File: src/rtl/udc_defs.svh
/*
 * Constants of the USB device control and endpoint-configuration block:
 * register addresses, bit positions, reset values, field layouts,
 * transfer-type codes and timing figures.
 * Assumes a 20 MHz system clock and an 8-bit special function register bus.
 */
// Functional notes
// - bit 7 routes data pins: USB or GPIO
// - suspend fall sets wake flag, firmware clears
// - transceiver power-down active high, 5 us settle
// - bit 2 write 1 powers regulator down
// - bit 0 write 1 powers PLL down
// - request flags bits 3..0, upper bits zero
// - device enable bit 6 enables controller
// - remote wake bit 5 drives resume signalling
// - bit 4 stalls the control endpoint request
// - bit 2 reports suspend state
// - reset ready when PLL and device resets low
// - bit 0 stops the 48 MHz clock
// - state register shows interface, alternate, endpoint
// - ready flag bit 7, cleared by read
// - done flag bit 6 after loading
// - each data write passes one byte, five total
// - bytes one to four configure endpoints 1..4
// - type codes: interrupt, bulk, isochronous, control
// - fifth byte holds OUT types, endpoints 1..4
// - bit 6 holds OUT buffer access
// - bit 3 holds IN buffer access
`ifndef UDC_DEFS_SVH
`define UDC_DEFS_SVH

`define UDC_ADDR_STD_FLAGS 8'h9d
`define UDC_ADDR_DEV_CTRL 8'hb1
`define UDC_ADDR_DEV_STATE 8'hb2
`define UDC_ADDR_CFG_STATUS 8'hb3
`define UDC_ADDR_CFG_DATA 8'hb4
`define UDC_ADDR_PHY_CTRL 8'hda

`define UDC_RST_STD_FLAGS 8'h00
`define UDC_RST_DEV_CTRL 8'h00
`define UDC_RST_CFG_DATA 8'h00
`define UDC_RST_PHY_CTRL 8'h80
`define UDC_ZERO_BYTE 8'h00

// usb phy control register
`define UDC_PC_PIN_SEL 7
`define UDC_PC_OUT_HOLD 6
`define UDC_PC_WAKE 5
`define UDC_PC_REG_PD 2
`define UDC_PC_XCVR_PD 1
`define UDC_PC_PLL_PD 0

// device control register
`define UDC_DC_ENABLE 6
`define UDC_DC_RWAKE 5
`define UDC_DC_STALL 4
`define UDC_DC_IN_HOLD 3
`define UDC_DC_SUSP 2
`define UDC_DC_RST_RDY 1
`define UDC_DC_CLK_GATE 0

// standard request flags
`define UDC_SF_ADDR 3
`define UDC_SF_FSET 2
`define UDC_SF_FCLR 1
`define UDC_SF_CONF 0
`define UDC_SF_MASK 8'h0f

// config load status
`define UDC_CS_READY 7
`define UDC_CS_DONE 6

// endpoint byte fields: low bit of each two-bit field
`define UDC_EB_CONF 6
`define UDC_EB_IF 4
`define UDC_EB_ALT 2
`define UDC_EB_TYPE 0

`define UDC_XFER_CONTROL 2'b00
`define UDC_XFER_ISO 2'b01
`define UDC_XFER_BULK 2'b10
`define UDC_XFER_INTR 2'b11

`define UDC_CFG_BYTES 5
`define UDC_CFG_LAST 3'd4
`define UDC_CFG_LOAD_CYC 4'd2

`define UDC_CLK_PERIOD_NS 50
`define UDC_PHY_STABLE_NS 5000
`define UDC_PHY_STABLE_CYC \
    ((`UDC_PHY_STABLE_NS + `UDC_CLK_PERIOD_NS - 1) / `UDC_CLK_PERIOD_NS)

`endif

File: src/rtl/udc_pkg.sv
/*
 * Types shared by the USB device control block.
 * Assumes udc_defs.svh is on the include path.
 */
`include "udc_defs.svh"

package udc_pkg;
    typedef logic [7:0] udc_byte_t;

    typedef enum logic [1:0] {
        UDC_XFER_CTRL = `UDC_XFER_CONTROL,
        UDC_XFER_ISOC = `UDC_XFER_ISO,
        UDC_XFER_BLK = `UDC_XFER_BULK,
        UDC_XFER_INT = `UDC_XFER_INTR
    } udc_xfer_e;

    typedef enum logic [2:0] {
        UDC_CFG_IDLE = 3'b001,
        UDC_CFG_BUSY = 3'b010,
        UDC_CFG_DONE = 3'b100
    } udc_cfg_state_e;
endpackage

File: src/rtl/udc_epcfg.sv
/*
 * USB device controller control, status and endpoint-configuration logic.
 * Registers sit on the special function register bus: one write strobe,
 * one read strobe, read data registered one cycle after the read strobe.
 * Assumes all inputs are synchronous to clock_i and that status inputs
 * from the serial engine are single-cycle pulses or levels as named.
 */
`include "udc_defs.svh"

module udc_epcfg #(
    parameter int PHY_STABLE_CYC = `UDC_PHY_STABLE_CYC,
    parameter logic [3:0] CFG_LOAD_CYC = `UDC_CFG_LOAD_CYC
) (
    input wire logic clock_i,
    input wire logic srst_i,
    input wire logic [7:0] sfr_addr_i,
    input wire udc_pkg::udc_byte_t sfr_wdata_i,
    input wire logic sfr_wr_i,
    input wire logic sfr_rd_i,
    output udc_pkg::udc_byte_t sfr_rdata_o,
    input wire logic suspend_i,
    input wire logic pll_rst_i,
    input wire logic dev_rst_i,
    input wire logic set_address_seen_i,
    input wire logic set_feature_seen_i,
    input wire logic clear_feature_seen_i,
    input wire logic set_config_seen_i,
    input wire logic [1:0] cur_interface_i,
    input wire logic cur_alternate_i,
    input wire logic [2:0] cur_endpoint_i,
    output logic pin_function_select_o,
    output logic out_buffer_access_hold_o,
    output logic cpu_wake_o,
    output logic regulator_power_down_o,
    output logic transceiver_power_down_o,
    output logic phy_ready_o,
    output logic pll_power_off_o,
    output logic device_enable_o,
    output logic remote_wake_request_o,
    output logic ctrl_stall_o,
    output logic in_buffer_access_hold_o,
    output logic usb_clock_gate_o,
    output udc_pkg::udc_byte_t ep_cfg_value_o,
    output udc_pkg::udc_byte_t ep_interface_o,
    output udc_pkg::udc_byte_t ep_alternate_o,
    output logic [3:0] ep_in_bulk_o,
    output logic [3:0] ep_in_intr_o,
    output logic [3:0] ep_in_iso_o,
    output logic [3:0] ep_out_bulk_o,
    output logic [3:0] ep_out_intr_o,
    output logic [3:0] ep_out_iso_o,
    output logic config_complete_o
);
    import udc_pkg::*;

    function automatic udc_xfer_e xfer_decode(input logic [1:0] code);
        udc_xfer_e t;
        t = UDC_XFER_CTRL;
        unique case (code)
            `UDC_XFER_INTR: t = UDC_XFER_INT;
            `UDC_XFER_BULK: t = UDC_XFER_BLK;
            `UDC_XFER_ISO: t = UDC_XFER_ISOC;
            `UDC_XFER_CONTROL: t = UDC_XFER_CTRL;
        endcase
        return t;
    endfunction

    // ---------------- register state ----------------
    udc_byte_t phy_ctrl, next_phy_ctrl;
    udc_byte_t dev_ctrl, next_dev_ctrl;
    udc_byte_t std_flags, next_std_flags;
    udc_byte_t dev_state, next_dev_state;
    logic susp_q, next_susp_q;
    logic rst_rdy, next_rst_rdy;

    logic wr_phy, wr_dev, wr_std, wr_cfg, rd_cfg_status;
    assign wr_phy = sfr_wr_i && (sfr_addr_i == `UDC_ADDR_PHY_CTRL);
    assign wr_dev = sfr_wr_i && (sfr_addr_i == `UDC_ADDR_DEV_CTRL);
    assign wr_std = sfr_wr_i && (sfr_addr_i == `UDC_ADDR_STD_FLAGS);
    assign wr_cfg = sfr_wr_i && (sfr_addr_i == `UDC_ADDR_CFG_DATA);
    assign rd_cfg_status = sfr_rd_i &&
        (sfr_addr_i == `UDC_ADDR_CFG_STATUS);

    always_comb begin
        next_phy_ctrl = phy_ctrl;
        next_dev_ctrl = dev_ctrl;
        next_std_flags = std_flags;
        next_susp_q = suspend_i;
        next_rst_rdy = !pll_rst_i && !dev_rst_i;
        next_dev_state = `UDC_ZERO_BYTE;
        next_dev_state[5:4] = cur_interface_i;
        next_dev_state[3] = cur_alternate_i;
        next_dev_state[2:0] = cur_endpoint_i;
        if (wr_phy) begin
            next_phy_ctrl[`UDC_PC_PIN_SEL] = sfr_wdata_i[`UDC_PC_PIN_SEL];
            next_phy_ctrl[`UDC_PC_OUT_HOLD] = sfr_wdata_i[`UDC_PC_OUT_HOLD];
            next_phy_ctrl[`UDC_PC_REG_PD] = sfr_wdata_i[`UDC_PC_REG_PD];
            next_phy_ctrl[`UDC_PC_XCVR_PD] = sfr_wdata_i[`UDC_PC_XCVR_PD];
            next_phy_ctrl[`UDC_PC_PLL_PD] = sfr_wdata_i[`UDC_PC_PLL_PD];
            // wake flag: writing 0 clears, writing 1 keeps
            next_phy_ctrl[`UDC_PC_WAKE] = phy_ctrl[`UDC_PC_WAKE] &&
                sfr_wdata_i[`UDC_PC_WAKE];
        end
        if (susp_q && !suspend_i) begin
            next_phy_ctrl[`UDC_PC_WAKE] = 1'b1;
        end
        if (wr_dev) begin
            next_dev_ctrl[`UDC_DC_ENABLE] = sfr_wdata_i[`UDC_DC_ENABLE];
            next_dev_ctrl[`UDC_DC_RWAKE] = sfr_wdata_i[`UDC_DC_RWAKE];
            next_dev_ctrl[`UDC_DC_STALL] = sfr_wdata_i[`UDC_DC_STALL];
            next_dev_ctrl[`UDC_DC_IN_HOLD] = sfr_wdata_i[`UDC_DC_IN_HOLD];
            next_dev_ctrl[`UDC_DC_CLK_GATE] =
                sfr_wdata_i[`UDC_DC_CLK_GATE];
        end
        if (wr_std) begin
            next_std_flags = std_flags & sfr_wdata_i & `UDC_SF_MASK;
        end
        // hardware set wins over a firmware clear
        if (set_address_seen_i) begin
            next_std_flags[`UDC_SF_ADDR] = 1'b1;
        end
        if (set_feature_seen_i) begin
            next_std_flags[`UDC_SF_FSET] = 1'b1;
        end
        if (clear_feature_seen_i) begin
            next_std_flags[`UDC_SF_FCLR] = 1'b1;
        end
        if (set_config_seen_i) begin
            next_std_flags[`UDC_SF_CONF] = 1'b1;
        end
    end

    always_ff @(posedge clock_i) begin
        if (srst_i) begin
            phy_ctrl <= `UDC_RST_PHY_CTRL;
            dev_ctrl <= `UDC_RST_DEV_CTRL;
            std_flags <= `UDC_RST_STD_FLAGS;
            dev_state <= `UDC_ZERO_BYTE;
            susp_q <= 1'b0;
            rst_rdy <= 1'b0;
        end else begin
            phy_ctrl <= next_phy_ctrl;
            dev_ctrl <= next_dev_ctrl;
            std_flags <= next_std_flags;
            dev_state <= next_dev_state;
            susp_q <= next_susp_q;
            rst_rdy <= next_rst_rdy;
        end
    end

    // ---------------- transceiver settle timer ----------------
    logic [$clog2(PHY_STABLE_CYC+1)-1:0] phy_cnt, next_phy_cnt;

    always_comb begin
        next_phy_cnt = phy_cnt;
        if (next_phy_ctrl[`UDC_PC_XCVR_PD]) begin
            next_phy_cnt = '0;
        end else if (phy_cnt != PHY_STABLE_CYC[$bits(phy_cnt)-1:0]) begin
            next_phy_cnt = phy_cnt + 1'b1;
        end
    end

    always_ff @(posedge clock_i) begin
        if (srst_i) begin
            phy_cnt <= '0;
        end else begin
            phy_cnt <= next_phy_cnt;
        end
    end

    // ---------------- endpoint information loader ----------------
    udc_cfg_state_e cfg_state, next_cfg_state;
    udc_byte_t cfg_mem [`UDC_CFG_BYTES];
    udc_byte_t next_cfg_mem [`UDC_CFG_BYTES];
    udc_byte_t cfg_data, next_cfg_data;
    logic [2:0] cfg_idx, next_cfg_idx;
    logic [3:0] cfg_wait, next_cfg_wait;
    logic cfg_ready, next_cfg_ready;
    logic cfg_done, next_cfg_done;
    logic cfg_accept;

    always_comb begin
        next_cfg_state = cfg_state;
        next_cfg_mem = cfg_mem;
        next_cfg_data = cfg_data;
        next_cfg_idx = cfg_idx;
        next_cfg_wait = cfg_wait;
        next_cfg_done = cfg_done;
        next_cfg_ready = cfg_ready && !rd_cfg_status;
        cfg_accept = 1'b0;
        unique case (cfg_state)
            UDC_CFG_IDLE: begin
                if (wr_cfg) begin
                    cfg_accept = 1'b1;
                end
            end
            UDC_CFG_BUSY: begin
                if (cfg_wait == 4'd0) begin
                    next_cfg_ready = 1'b1; // set wins over read clear
                    if (cfg_idx == `UDC_CFG_LAST) begin
                        next_cfg_done = 1'b1;
                        next_cfg_state = UDC_CFG_DONE;
                    end else begin
                        next_cfg_idx = cfg_idx + 3'd1;
                        next_cfg_state = UDC_CFG_IDLE;
                    end
                end else begin
                    next_cfg_wait = cfg_wait - 4'd1;
                end
            end
            UDC_CFG_DONE: begin
                if (wr_cfg) begin
                    // a new write restarts the sequence
                    next_cfg_done = 1'b0;
                    next_cfg_idx = 3'd0;
                    cfg_accept = 1'b1;
                end
            end
        endcase
        if (cfg_accept) begin
            // one byte per write
            next_cfg_data = sfr_wdata_i;
            next_cfg_mem[next_cfg_idx] = sfr_wdata_i;
            next_cfg_wait = CFG_LOAD_CYC;
            next_cfg_state = UDC_CFG_BUSY;
        end
    end

    always_ff @(posedge clock_i) begin
        if (srst_i) begin
            cfg_state <= UDC_CFG_IDLE;
            for (int i = 0; i < `UDC_CFG_BYTES; i++) begin
                cfg_mem[i] <= `UDC_RST_CFG_DATA;
            end
            cfg_data <= `UDC_RST_CFG_DATA;
            cfg_idx <= 3'd0;
            cfg_wait <= 4'd0;
            cfg_ready <= 1'b0;
            cfg_done <= 1'b0;
        end else begin
            cfg_state <= next_cfg_state;
            cfg_mem <= next_cfg_mem;
            cfg_data <= next_cfg_data;
            cfg_idx <= next_cfg_idx;
            cfg_wait <= next_cfg_wait;
            cfg_ready <= next_cfg_ready;
            cfg_done <= next_cfg_done;
        end
    end

    // ---------------- per-endpoint decode ----------------
    udc_byte_t next_ep_conf, next_ep_if, next_ep_alt;
    logic [3:0] next_in_bulk, next_in_intr, next_in_iso;
    logic [3:0] next_out_bulk, next_out_intr, next_out_iso;

    for (genvar e = 0; e < 4; e++) begin : g_ep
        udc_xfer_e in_t, out_t;
        assign in_t = xfer_decode(
            next_cfg_mem[e][`UDC_EB_TYPE +: 2]);
        assign out_t = xfer_decode(
            next_cfg_mem[`UDC_CFG_LAST][6-2*e +: 2]);
        assign next_ep_conf[2*e +: 2] = next_cfg_mem[e][`UDC_EB_CONF +: 2];
        assign next_ep_if[2*e +: 2] = next_cfg_mem[e][`UDC_EB_IF +: 2];
        assign next_ep_alt[2*e +: 2] = next_cfg_mem[e][`UDC_EB_ALT +: 2];
        assign next_in_bulk[e] = (in_t == UDC_XFER_BLK);
        assign next_in_intr[e] = (in_t == UDC_XFER_INT);
        assign next_in_iso[e] = (in_t == UDC_XFER_ISOC);
        assign next_out_bulk[e] = (out_t == UDC_XFER_BLK);
        assign next_out_intr[e] = (out_t == UDC_XFER_INT);
        assign next_out_iso[e] = (out_t == UDC_XFER_ISOC);
    end

    // ---------------- register read ----------------
    function automatic udc_byte_t reg_read(input logic [7:0] addr);
        udc_byte_t d;
        d = `UDC_ZERO_BYTE;
        unique case (addr)
            `UDC_ADDR_PHY_CTRL: d = phy_ctrl;
            `UDC_ADDR_STD_FLAGS: d = std_flags & `UDC_SF_MASK;
            `UDC_ADDR_DEV_CTRL: begin
                d = dev_ctrl;
                d[`UDC_DC_SUSP] = susp_q;
                d[`UDC_DC_RST_RDY] = rst_rdy;
            end
            `UDC_ADDR_DEV_STATE: d = dev_state;
            `UDC_ADDR_CFG_STATUS: begin
                d[`UDC_CS_READY] = cfg_ready;
                d[`UDC_CS_DONE] = cfg_done;
            end
            `UDC_ADDR_CFG_DATA: d = cfg_data;
            default: d = `UDC_ZERO_BYTE;
        endcase
        return d;
    endfunction

    udc_byte_t next_rdata;
    always_comb begin
        next_rdata = sfr_rdata_o;
        if (sfr_rd_i) begin
            next_rdata = reg_read(sfr_addr_i);
        end
    end

    // ---------------- output flops ----------------
    logic ena_next;
    assign ena_next = next_dev_ctrl[`UDC_DC_ENABLE];

    always_ff @(posedge clock_i) begin
        if (srst_i) begin
            sfr_rdata_o <= `UDC_ZERO_BYTE;
            pin_function_select_o <=
                1'(`UDC_RST_PHY_CTRL >> `UDC_PC_PIN_SEL);
            out_buffer_access_hold_o <= 1'b0;
            cpu_wake_o <= 1'b0;
            regulator_power_down_o <= 1'b0;
            transceiver_power_down_o <= 1'b0;
            phy_ready_o <= 1'b0;
            pll_power_off_o <= 1'b0;
            device_enable_o <= 1'b0;
            remote_wake_request_o <= 1'b0;
            ctrl_stall_o <= 1'b0;
            in_buffer_access_hold_o <= 1'b0;
            usb_clock_gate_o <= 1'b0;
            ep_cfg_value_o <= `UDC_ZERO_BYTE;
            ep_interface_o <= `UDC_ZERO_BYTE;
            ep_alternate_o <= `UDC_ZERO_BYTE;
            ep_in_bulk_o <= 4'h0;
            ep_in_intr_o <= 4'h0;
            ep_in_iso_o <= 4'h0;
            ep_out_bulk_o <= 4'h0;
            ep_out_intr_o <= 4'h0;
            ep_out_iso_o <= 4'h0;
            config_complete_o <= 1'b0;
        end else begin
            sfr_rdata_o <= next_rdata;
            pin_function_select_o <= next_phy_ctrl[`UDC_PC_PIN_SEL];
            out_buffer_access_hold_o <= next_phy_ctrl[`UDC_PC_OUT_HOLD];
            cpu_wake_o <= next_phy_ctrl[`UDC_PC_WAKE];
            regulator_power_down_o <= next_phy_ctrl[`UDC_PC_REG_PD];
            transceiver_power_down_o <= next_phy_ctrl[`UDC_PC_XCVR_PD];
            phy_ready_o <= !next_phy_ctrl[`UDC_PC_XCVR_PD] &&
                (next_phy_cnt == PHY_STABLE_CYC[$bits(phy_cnt)-1:0]);
            pll_power_off_o <= next_phy_ctrl[`UDC_PC_PLL_PD];
            device_enable_o <= ena_next;
            // resume and stall act only on an enabled controller
            remote_wake_request_o <= ena_next &&
                next_dev_ctrl[`UDC_DC_RWAKE];
            ctrl_stall_o <= ena_next &&
                next_dev_ctrl[`UDC_DC_STALL];
            in_buffer_access_hold_o <= next_dev_ctrl[`UDC_DC_IN_HOLD];
            usb_clock_gate_o <= next_dev_ctrl[`UDC_DC_CLK_GATE];
            ep_cfg_value_o <= next_ep_conf;
            ep_interface_o <= next_ep_if;
            ep_alternate_o <= next_ep_alt;
            ep_in_bulk_o <= next_in_bulk;
            ep_in_intr_o <= next_in_intr;
            ep_in_iso_o <= next_in_iso;
            ep_out_bulk_o <= next_out_bulk;
            ep_out_intr_o <= next_out_intr;
            ep_out_iso_o <= next_out_iso;
            config_complete_o <= next_cfg_done;
        end
    end
endmodule

File: config.mk
export PLATFORM = sky130hd
export DESIGN_NAME = udc_epcfg
export DESIGN_NICKNAME = d
export VERILOG_FILES = /design/src/rtl/udc_pkg.sv /design/src/rtl/udc_epcfg.sv
export VERILOG_INCLUDE_DIRS = /design/src /design/src/rtl
export SDC_FILE = /design/constraint.sdc
export NUM_CORES = 1
export LEC_CHECK = 0
export BUFFER_PORTS_ARGS = -buffer_cell sky130_fd_sc_hd__buf_2
export CAP_MARGIN = 0
export CORE_ASPECT_RATIO = 0.7
export CORE_MARGIN = 4
export CORE_UTILIZATION = 55
export DETAILED_ROUTE_END_ITERATION = 10
export PLACE_DENSITY = 0.79
export SLEW_MARGIN = 20
export SYNTH_ARGS = -nofsm -noshare
export SYNTH_HDL_FRONTEND = slang
export SYNTH_SLANG_ARGS = --single-unit
File: constraint.sdc
create_clock -name clock_i -period 2.9 [get_ports clock_i]
set_clock_uncertainty 0.1 [all_clocks]
set_input_delay 0.29 -clock clock_i [delete_from_list [all_inputs] [get_ports clock_i]]
set_output_delay 0.29 -clock clock_i [all_outputs]
set_load 0.03 [all_outputs]
Yosys cells after proc, flatten, opt, wreduce, memory -nomap -nowiden
Index checks and enable logic that the tools add are counted.
{"block": "totals", "reg_bits": 160, "input_bits": 33, "out_inout_bits": 69}
{"block": "classes", "addsub": 3, "n_lt_le_gt_ge": 2, "n_eq_ne": 64, "mux": 45, "bitwise": 3, "reduce_logical": 41}
{"cell": "$eq 2x2->1 const B", "count": 32}
{"cell": "$pmux 2 s4", "count": 8}
{"cell": "$eq 8x8->1 const B", "count": 6}
{"cell": "$bwmux 40", "count": 1}
{"cell": "$mux 40", "count": 1}
{"cell": "$eq 2x1->1 const B", "count": 16}
{"cell": "$pmux 6 s5", "count": 1}
{"cell": "$demux 8 s3", "count": 1}
{"cell": "$mux 3", "count": 6}
{"cell": "$logic_not 2->1", "count": 8}
{"cell": "$mux 7", "count": 2}
{"cell": "$reduce_bool 2->1", "count": 7}
{"cell": "$logic_and 1x1->1", "count": 13}
{"cell": "$mux 1", "count": 13}
{"cell": "$mux 2", "count": 6}
{"cell": "$pmux 2 s5", "count": 1}
{"cell": "$mux 4", "count": 2}
{"cell": "$mux 8", "count": 1}
{"cell": "$ne 2x2->1 const B", "count": 4}
{"cell": "$reduce_and 2->1", "count": 4}
{"cell": "$add 7x1->7 const B", "count": 1}
{"cell": "$eq 7x7->1 const B", "count": 1}
{"cell": "$ne 7x7->1 const B", "count": 1}
{"cell": "$eq 3x3->1 const B", "count": 2}
{"cell": "15 further kinds", "count": 20}

Longest topological paths before layout
{"block": "depth", "depth_word": 14, "depth_mapped": 9}

Worst setup path after synthesis
OpenSTA, ideal clock, no wires.
{"block": "synth_path", "path_type": "register to register", "from": "reg cfg_wait[0]", "to": "reg ep_out_bulk_o[2]", "t_arrival_ps": 2067, "required_ps": 2699, "setup_slack_ps": 632, "stages_incl_launch_ff": 10, "path_buffers": 2, "synth_period_minus_slack_ps": 2268, "cell_sequence": "dfxtp_1 -> inv_1 -> ha_1 -> or3b_1 -> o31ai_1 -> and3_1 -> buf_2 -> nand2_1 -> buf_2 -> o41ai_1"}
{"block": "synth_via", "elab_chain_cells": 13, "word_cells_on_any_way": 17, "classes_between": "order compare (2); eq/ne (4); mux (7); bitwise (1); reduce/logical (3)"}
{"item": "start, declared", "line": "udc_epcfg.sv:177", "text": "logic [3:0] cfg_wait, next_cfg_wait;"}
{"item": "start signal, assigned", "line": "udc_epcfg.sv:245", "text": "cfg_wait <= next_cfg_wait;"}
{"item": "$logic_not 4->1 (*)", "line": "udc_epcfg.sv:198", "text": "if (cfg_wait == 4'd0) begin"}
{"item": "$mux 3 (*)", "line": "udc_epcfg.sv:198"}
{"item": "$pmux 3 s2 (*)", "line": "udc_epcfg.sv:191", "text": "unique case (cfg_state)"}
{"item": "$not 3->4 (implied by the code) (*)", "line": "udc_epcfg.sv:223", "text": "next_cfg_mem[next_cfg_idx] = sfr_wdata_i;"}
{"item": "$ge 4x4->1 (implied by the code) or $lt 4x1->1 (tied branches)", "line": "udc_epcfg.sv:223"}
{"item": "$logic_and 1x1->1 (implied by the code)", "line": "udc_epcfg.sv:223"}
{"item": "$mux 8 (implied by the code)", "line": "udc_epcfg.sv:223"}
{"item": "$demux 8 s3 (*)", "line": "udc_epcfg.sv:223"}
{"item": "$bwmux 40 (*)", "line": "udc_epcfg.sv:223"}
{"item": "$mux 40 (*)", "line": "udc_epcfg.sv:220", "text": "if (cfg_accept) begin"}
{"item": "$eq 2x1->1 (tied with other cells)", "line": "udc_epcfg.sv:59", "text": "unique case (code)"}
{"item": "$pmux 2 s4 (*)", "line": "udc_epcfg.sv:59"}
{"item": "$eq 2x2->1 (*)", "line": "udc_epcfg.sv:268", "text": "assign next_out_bulk[e] = (out_t == UDC_XFER_BLK);"}
{"item": "end signal, assigned", "line": "udc_epcfg.sv:358", "text": "ep_out_bulk_o <= next_out_bulk;"}
{"item": "end, declared", "line": "udc_epcfg.sv:49", "text": "output logic [3:0] ep_out_bulk_o,"}
Every way passes the cells marked *; elsewhere a longest branch is shown, timed or not.
A chain may end at the register's enable or synchronous reset.

Final worst setup path
{"block": "layout_path", "from": "reg cfg_wait[0]", "to": "reg ep_in_bulk_o[2]"}
{"block": "layout_via", "elab_chain_cells": 13, "word_cells_on_any_way": 17, "classes_between": "order compare (2); eq/ne (4); mux (7); bitwise (1); reduce/logical (3)"}
{"item": "$logic_not 4->1 (*)", "line": "udc_epcfg.sv:198"}
{"item": "$mux 3 (*)", "line": "udc_epcfg.sv:198"}
{"item": "$pmux 3 s2 (*)", "line": "udc_epcfg.sv:191"}
{"item": "$not 3->4 (implied by the code) (*)", "line": "udc_epcfg.sv:223"}
{"item": "$ge 4x4->1 (implied by the code) or $lt 4x1->1 (tied branches)", "line": "udc_epcfg.sv:223"}
{"item": "$logic_and 1x1->1 (implied by the code)", "line": "udc_epcfg.sv:223"}
{"item": "$mux 8 (implied by the code)", "line": "udc_epcfg.sv:223"}
{"item": "$demux 8 s3 (*)", "line": "udc_epcfg.sv:223"}
{"item": "$bwmux 40 (*)", "line": "udc_epcfg.sv:223"}
{"item": "$mux 40 (*)", "line": "udc_epcfg.sv:220"}
{"item": "$eq 2x1->1 (tied with other cells)", "line": "udc_epcfg.sv:59"}
{"item": "$pmux 2 s4 (*)", "line": "udc_epcfg.sv:59"}
{"item": "$eq 2x2->1 (*)", "line": "udc_epcfg.sv:265", "text": "assign next_in_bulk[e] = (in_t == UDC_XFER_BLK);"}
{"item": "end signal, assigned", "line": "udc_epcfg.sv:355", "text": "ep_in_bulk_o <= next_in_bulk;"}
{"item": "end, declared", "line": "udc_epcfg.sv:46", "text": "output logic [3:0] ep_in_bulk_o,"}
Marked as above.

==> results list <==
- Run status: complete, no violations
- Clock-pin slew was measured on the worst setup and hold paths at 50 ps.
- Peak VDD IR: 0.000416 V
- Worst min-delay path category: input pin to flop
- The region available for standard cell placement spans 9680 sq um.
* # Max-Cap Violations: 0
- Cells along the critical path: inv_1 -> ha_1 -> or3b_1 -> a2111oi_0 -> nor2_1 -> a211o_1 -> buf_4 -> mux2i_1
* Layout overhead on the synthesized area: 20.5%
- The longest clock path from root to sink contains 2 buffers.
* Worst hold slack: 5.84 ps
- Among all flip-flop cells after synthesis, the most frequent one is sky130_fd_sc_hd__dfxtp_1.
- Routability-driven placement finished with a final weighted congestion of 0.869.
- The number of buffers and inverters on the critical path is 2.
- Setup slack after placement: 323 ps
- The library cell used most frequently in the layout, excluding fill and tap cells, is sky130_fd_sc_hd__dfxtp_1.
- TritonCTS clock tree: built
- Post-synthesis sequential area ratio: 45.7%
- Measured against its own limit, the worst slew margin works out to 44.4%.
* Data arrival time at the worst-slack endpoint: 2850 ps
- Counting flops and latches in the post-synthesis netlist gives 125.
- Global route total overflow: 0
- On the critical path the largest part of the delay comes from compound AO/OA/AOI/OAI gates.
* Mean Syn Cell Area: 9.17 sq um
- Buffers inserted during clock tree synthesis total 17.
- Maximum operating frequency: 0.378 GHz
- Top library cells by usage in the layout, fill and taps aside: 125 x sky130_fd_sc_hd__dfxtp_1, 100 x sky130_fd_sc_hd__buf_2, 48 x sky130_fd_sc_hd__mux2i_1
- Dividing the detail-routed wire length by the instance count gives 16.9 um.
* Total Routing Usage GR: 24.1%
* Clock period minus worst slack: 2650 ps
- Synth area leaders: sky130_fd_sc_hd__dfxtp_1 46%, sky130_fd_sc_hd__mux2i_1 8.8%, sky130_fd_sc_hd__nand2b_1 5.1%, sky130_fd_sc_hd__a21oi_1 3.8%, sky130_fd_sc_hd__buf_4 3.7%
- Global-route wire length before repair: 22.2 mm
- The Yosys step of the flow raised 0 warnings.
- The setup path with the least slack is of type flop to flop.
- Post-DP HPWL: 9.62 mm
* Slowest stage cell on the critical path: sky130_fd_sc_hd__a2111oi_0
- Once layout is done, the placed cells without fillers occupy 6600 sq um.
- After detailed routing, the number of vias per cell comes to 5.71.
* Diode count: 0
* Fin crit share: 91.3%
- Cell row count: 30
- Power per standard cell area: 596 nW/um^2
- Final TNS setup: 0 ps
- Buffers added on ports: 101
- sky130_fd_sc_hd__dfxtp_1 takes more of the synthesized area than any other cell.
- The final-report max-slew violation count is 0.
- The die covers 11,600 sq um.
* Placed cell count: 784
- Total of fill cells in the finished design: 778
- For this run, the slowest stage of the critical path takes 530 ps.
* Area share of the largest cell type after synthesis: 45.7%
* Min setup slack post-route: 253 ps
- Critical-path maximum fanout: 11
* Via count of the routed design: 4,695
- The count of cells in the finished layout, fillers not included, comes to 822.
* Cell count after synthesis: 597
- Synthesis produced a netlist with a net count of 635.
- DRC violation count after routing: 0
- Final setup violation count: 0
- Initial DRC count: 356
* Required time at the endpoint of the critical path: 3100 ps
- Total routed wirelength: 13.9 mm
- Once the floorplan was initialized, standard cells occupied 56.5% of the core.
- Number of antenna-violating nets in the routed design: 0
- The initial antenna violation count came to 1.
- The die is 91.5 um tall.
* Reported leakage power: 0.00288 uW
- The synthesized netlist contains 52 unique library cells.
- The synthesized netlist occupies a cell area of 5480 sq um.
- The final number of hold-violating endpoints came to 0.
* Clock root buffer master: sky130_fd_sc_hd__clkbuf_16
* Number of synthesized flops with an enable pin: 0
* Number of H-tree levels: 4
* Clock network latency to the later pin of the worst-skew pair: 410 ps
- At the pin with the least slew margin, the transition time is 832 ps.
* Post-synth ARST share: 0%
* Drt first pass iters: 5
- Cell Area, Placed: 5960 sq um
- Number of I/O pins: 102
- Via count of the first global-routing pass: 4,461
- In the final layout, the share of cells above drive strength 1 is 23.3%.
* Net total in the final layout: 721
- Maximum number of pins on one net before global-route repair: 83
* Setup repair after global routing missed its margin: no
- Crit start category: flop
- Counting every sink on the clock net gives 125.
* Chip width: 127 um
- Crit end category: flop
timing repair:
item | 4_1_cts | 5_1_grt
buffers inserted | 0 | 0
hold buffers | 8 | 0
resized for setup | 0 | 0
endpoints found under the hold margin | 7 | 0
setup endpoints to repair | 0 | 0
registers in the layout, summed over array words and instances, names as in the netlist, 5 cells and up:
register,cells
cfg_data,8
cfg_mem,37
dev_ctrl,5
dev_state,6
phy_cnt,7
phy_ctrl,6
sfr_rdata_o,8
per-stage QoR:
stage	total power, uW	util [%]
detailed placement	1970	61.5
global placement	1960	61.5
floorplan	1890	-
finish	3930	68.2
global route	4050	68.2
CTS	3950	68.2
worst reg2reg max path: stages (launching register included):
cell and delay [ps]:
sky130_fd_sc_hd__dfxtp_1 320, sky130_fd_sc_hd__inv_1 60, sky130_fd_sc_hd__ha_1 190, sky130_fd_sc_hd__or3b_1 460
sky130_fd_sc_hd__a2111oi_0 530, sky130_fd_sc_hd__nor2_1 110, sky130_fd_sc_hd__a211o_1 310, sky130_fd_sc_hd__buf_4 210
sky130_fd_sc_hd__mux2i_1 260
cell usage after synthesis (2+ instances only):
master                      number
sky130_fd_sc_hd__nand4b_1        4
sky130_fd_sc_hd__nor4bb_1        2
sky130_fd_sc_hd__buf_2           3
sky130_fd_sc_hd__and2_1          2
sky130_fd_sc_hd__xnor2_1         3
sky130_fd_sc_hd__a222oi_1        2
sky130_fd_sc_hd__buf_4          27
sky130_fd_sc_hd__a21oi_1        42
sky130_fd_sc_hd__nand2_1        36
sky130_fd_sc_hd__nand3b_1        6
sky130_fd_sc_hd__or3b_2         10
sky130_fd_sc_hd__o21ai_0        27
sky130_fd_sc_hd__mux2i_1        48
sky130_fd_sc_hd__a2111oi_0       2
sky130_fd_sc_hd__inv_1          19
sky130_fd_sc_hd__nor4_1          3
sky130_fd_sc_hd__a211oi_1        7
sky130_fd_sc_hd__a22oi_1         6
sky130_fd_sc_hd__clkbuf_1       29
sky130_fd_sc_hd__a211o_1         2
sky130_fd_sc_hd__or3b_1          3
sky130_fd_sc_hd__o41ai_1         9
sky130_fd_sc_hd__dfxtp_1       125
sky130_fd_sc_hd__ha_1            5
sky130_fd_sc_hd__a221o_1         2
sky130_fd_sc_hd__nor3_1          7
sky130_fd_sc_hd__xor2_1          6
sky130_fd_sc_hd__nand4_1         3
sky130_fd_sc_hd__nor2_1         38
sky130_fd_sc_hd__o21ai_1         3
sky130_fd_sc_hd__and3_1          3
sky130_fd_sc_hd__a221oi_1        5
sky130_fd_sc_hd__nor3b_1        12
sky130_fd_sc_hd__nor2b_1         8
sky130_fd_sc_hd__nand3_1        27
sky130_fd_sc_hd__nand2b_1       45
metal layers:
layer  vias up  track usage [%]  share of wire (%)
met1      2218             31.9                 44
met3        46             7.11                7.8
li1       2247                -                  -
met5         -                0              0.094
met4         2             10.6                2.7
met2       182             36.4                 45
logic make-up (layout without fill, tap and decap cells):
family | Yosys count | in the layout | share of synthesized area (%)
and+or+nand+nor | 216 | 216 | 22.3
DFF | 125 | 125 | 45.7
AOI/OAI and AO/OA | 115 | 115 | 13.1
buffers and inverters | 79 | 176 | 7.47
muxes | 48 | 48 | 8.78
xor gates and xnor gates | 9 | 9 | 1.44
adders and majority gates | 5 | 5 | 1.14
power by group:
group          internal, uW  switching [uW]
sequential             1740            15.0
clock                  1270             718
combinational          72.0             117
path summary, 6_finish.rpt:
kind,to,cells past startpoint,start,slack [ps]
min,dev_state[2]$_SDFF_PP0_,2,cur_endpoint_i[2],6
min reg2reg,cfg_data[7]$_SDFFE_PP0P_,2,cfg_data[7]$_SDFFE_PP0P_,360
max reg2reg,ep_in_bulk_o[2]$_SDFF_PP0_,8,cfg_wait[0]$_SDFFE_PP0P_,250
max,ep_in_bulk_o[2]$_SDFF_PP0_,8,cfg_wait[0]$_SDFFE_PP0P_,250
cell type report:
cell class                 count  area [sq um]  share of cell area (%)
tap                          128           160                    2.43
clock buffer                  23           498                    7.55
clock inverter                 7          62.6                   0.948
multi-input combinational    393          2570                    38.9
timing repair buffer         127           736                    11.1
sequential                   125          2500                    37.9
inverter                      19          71.3                    1.08
(Power assumes the default switching activity.)
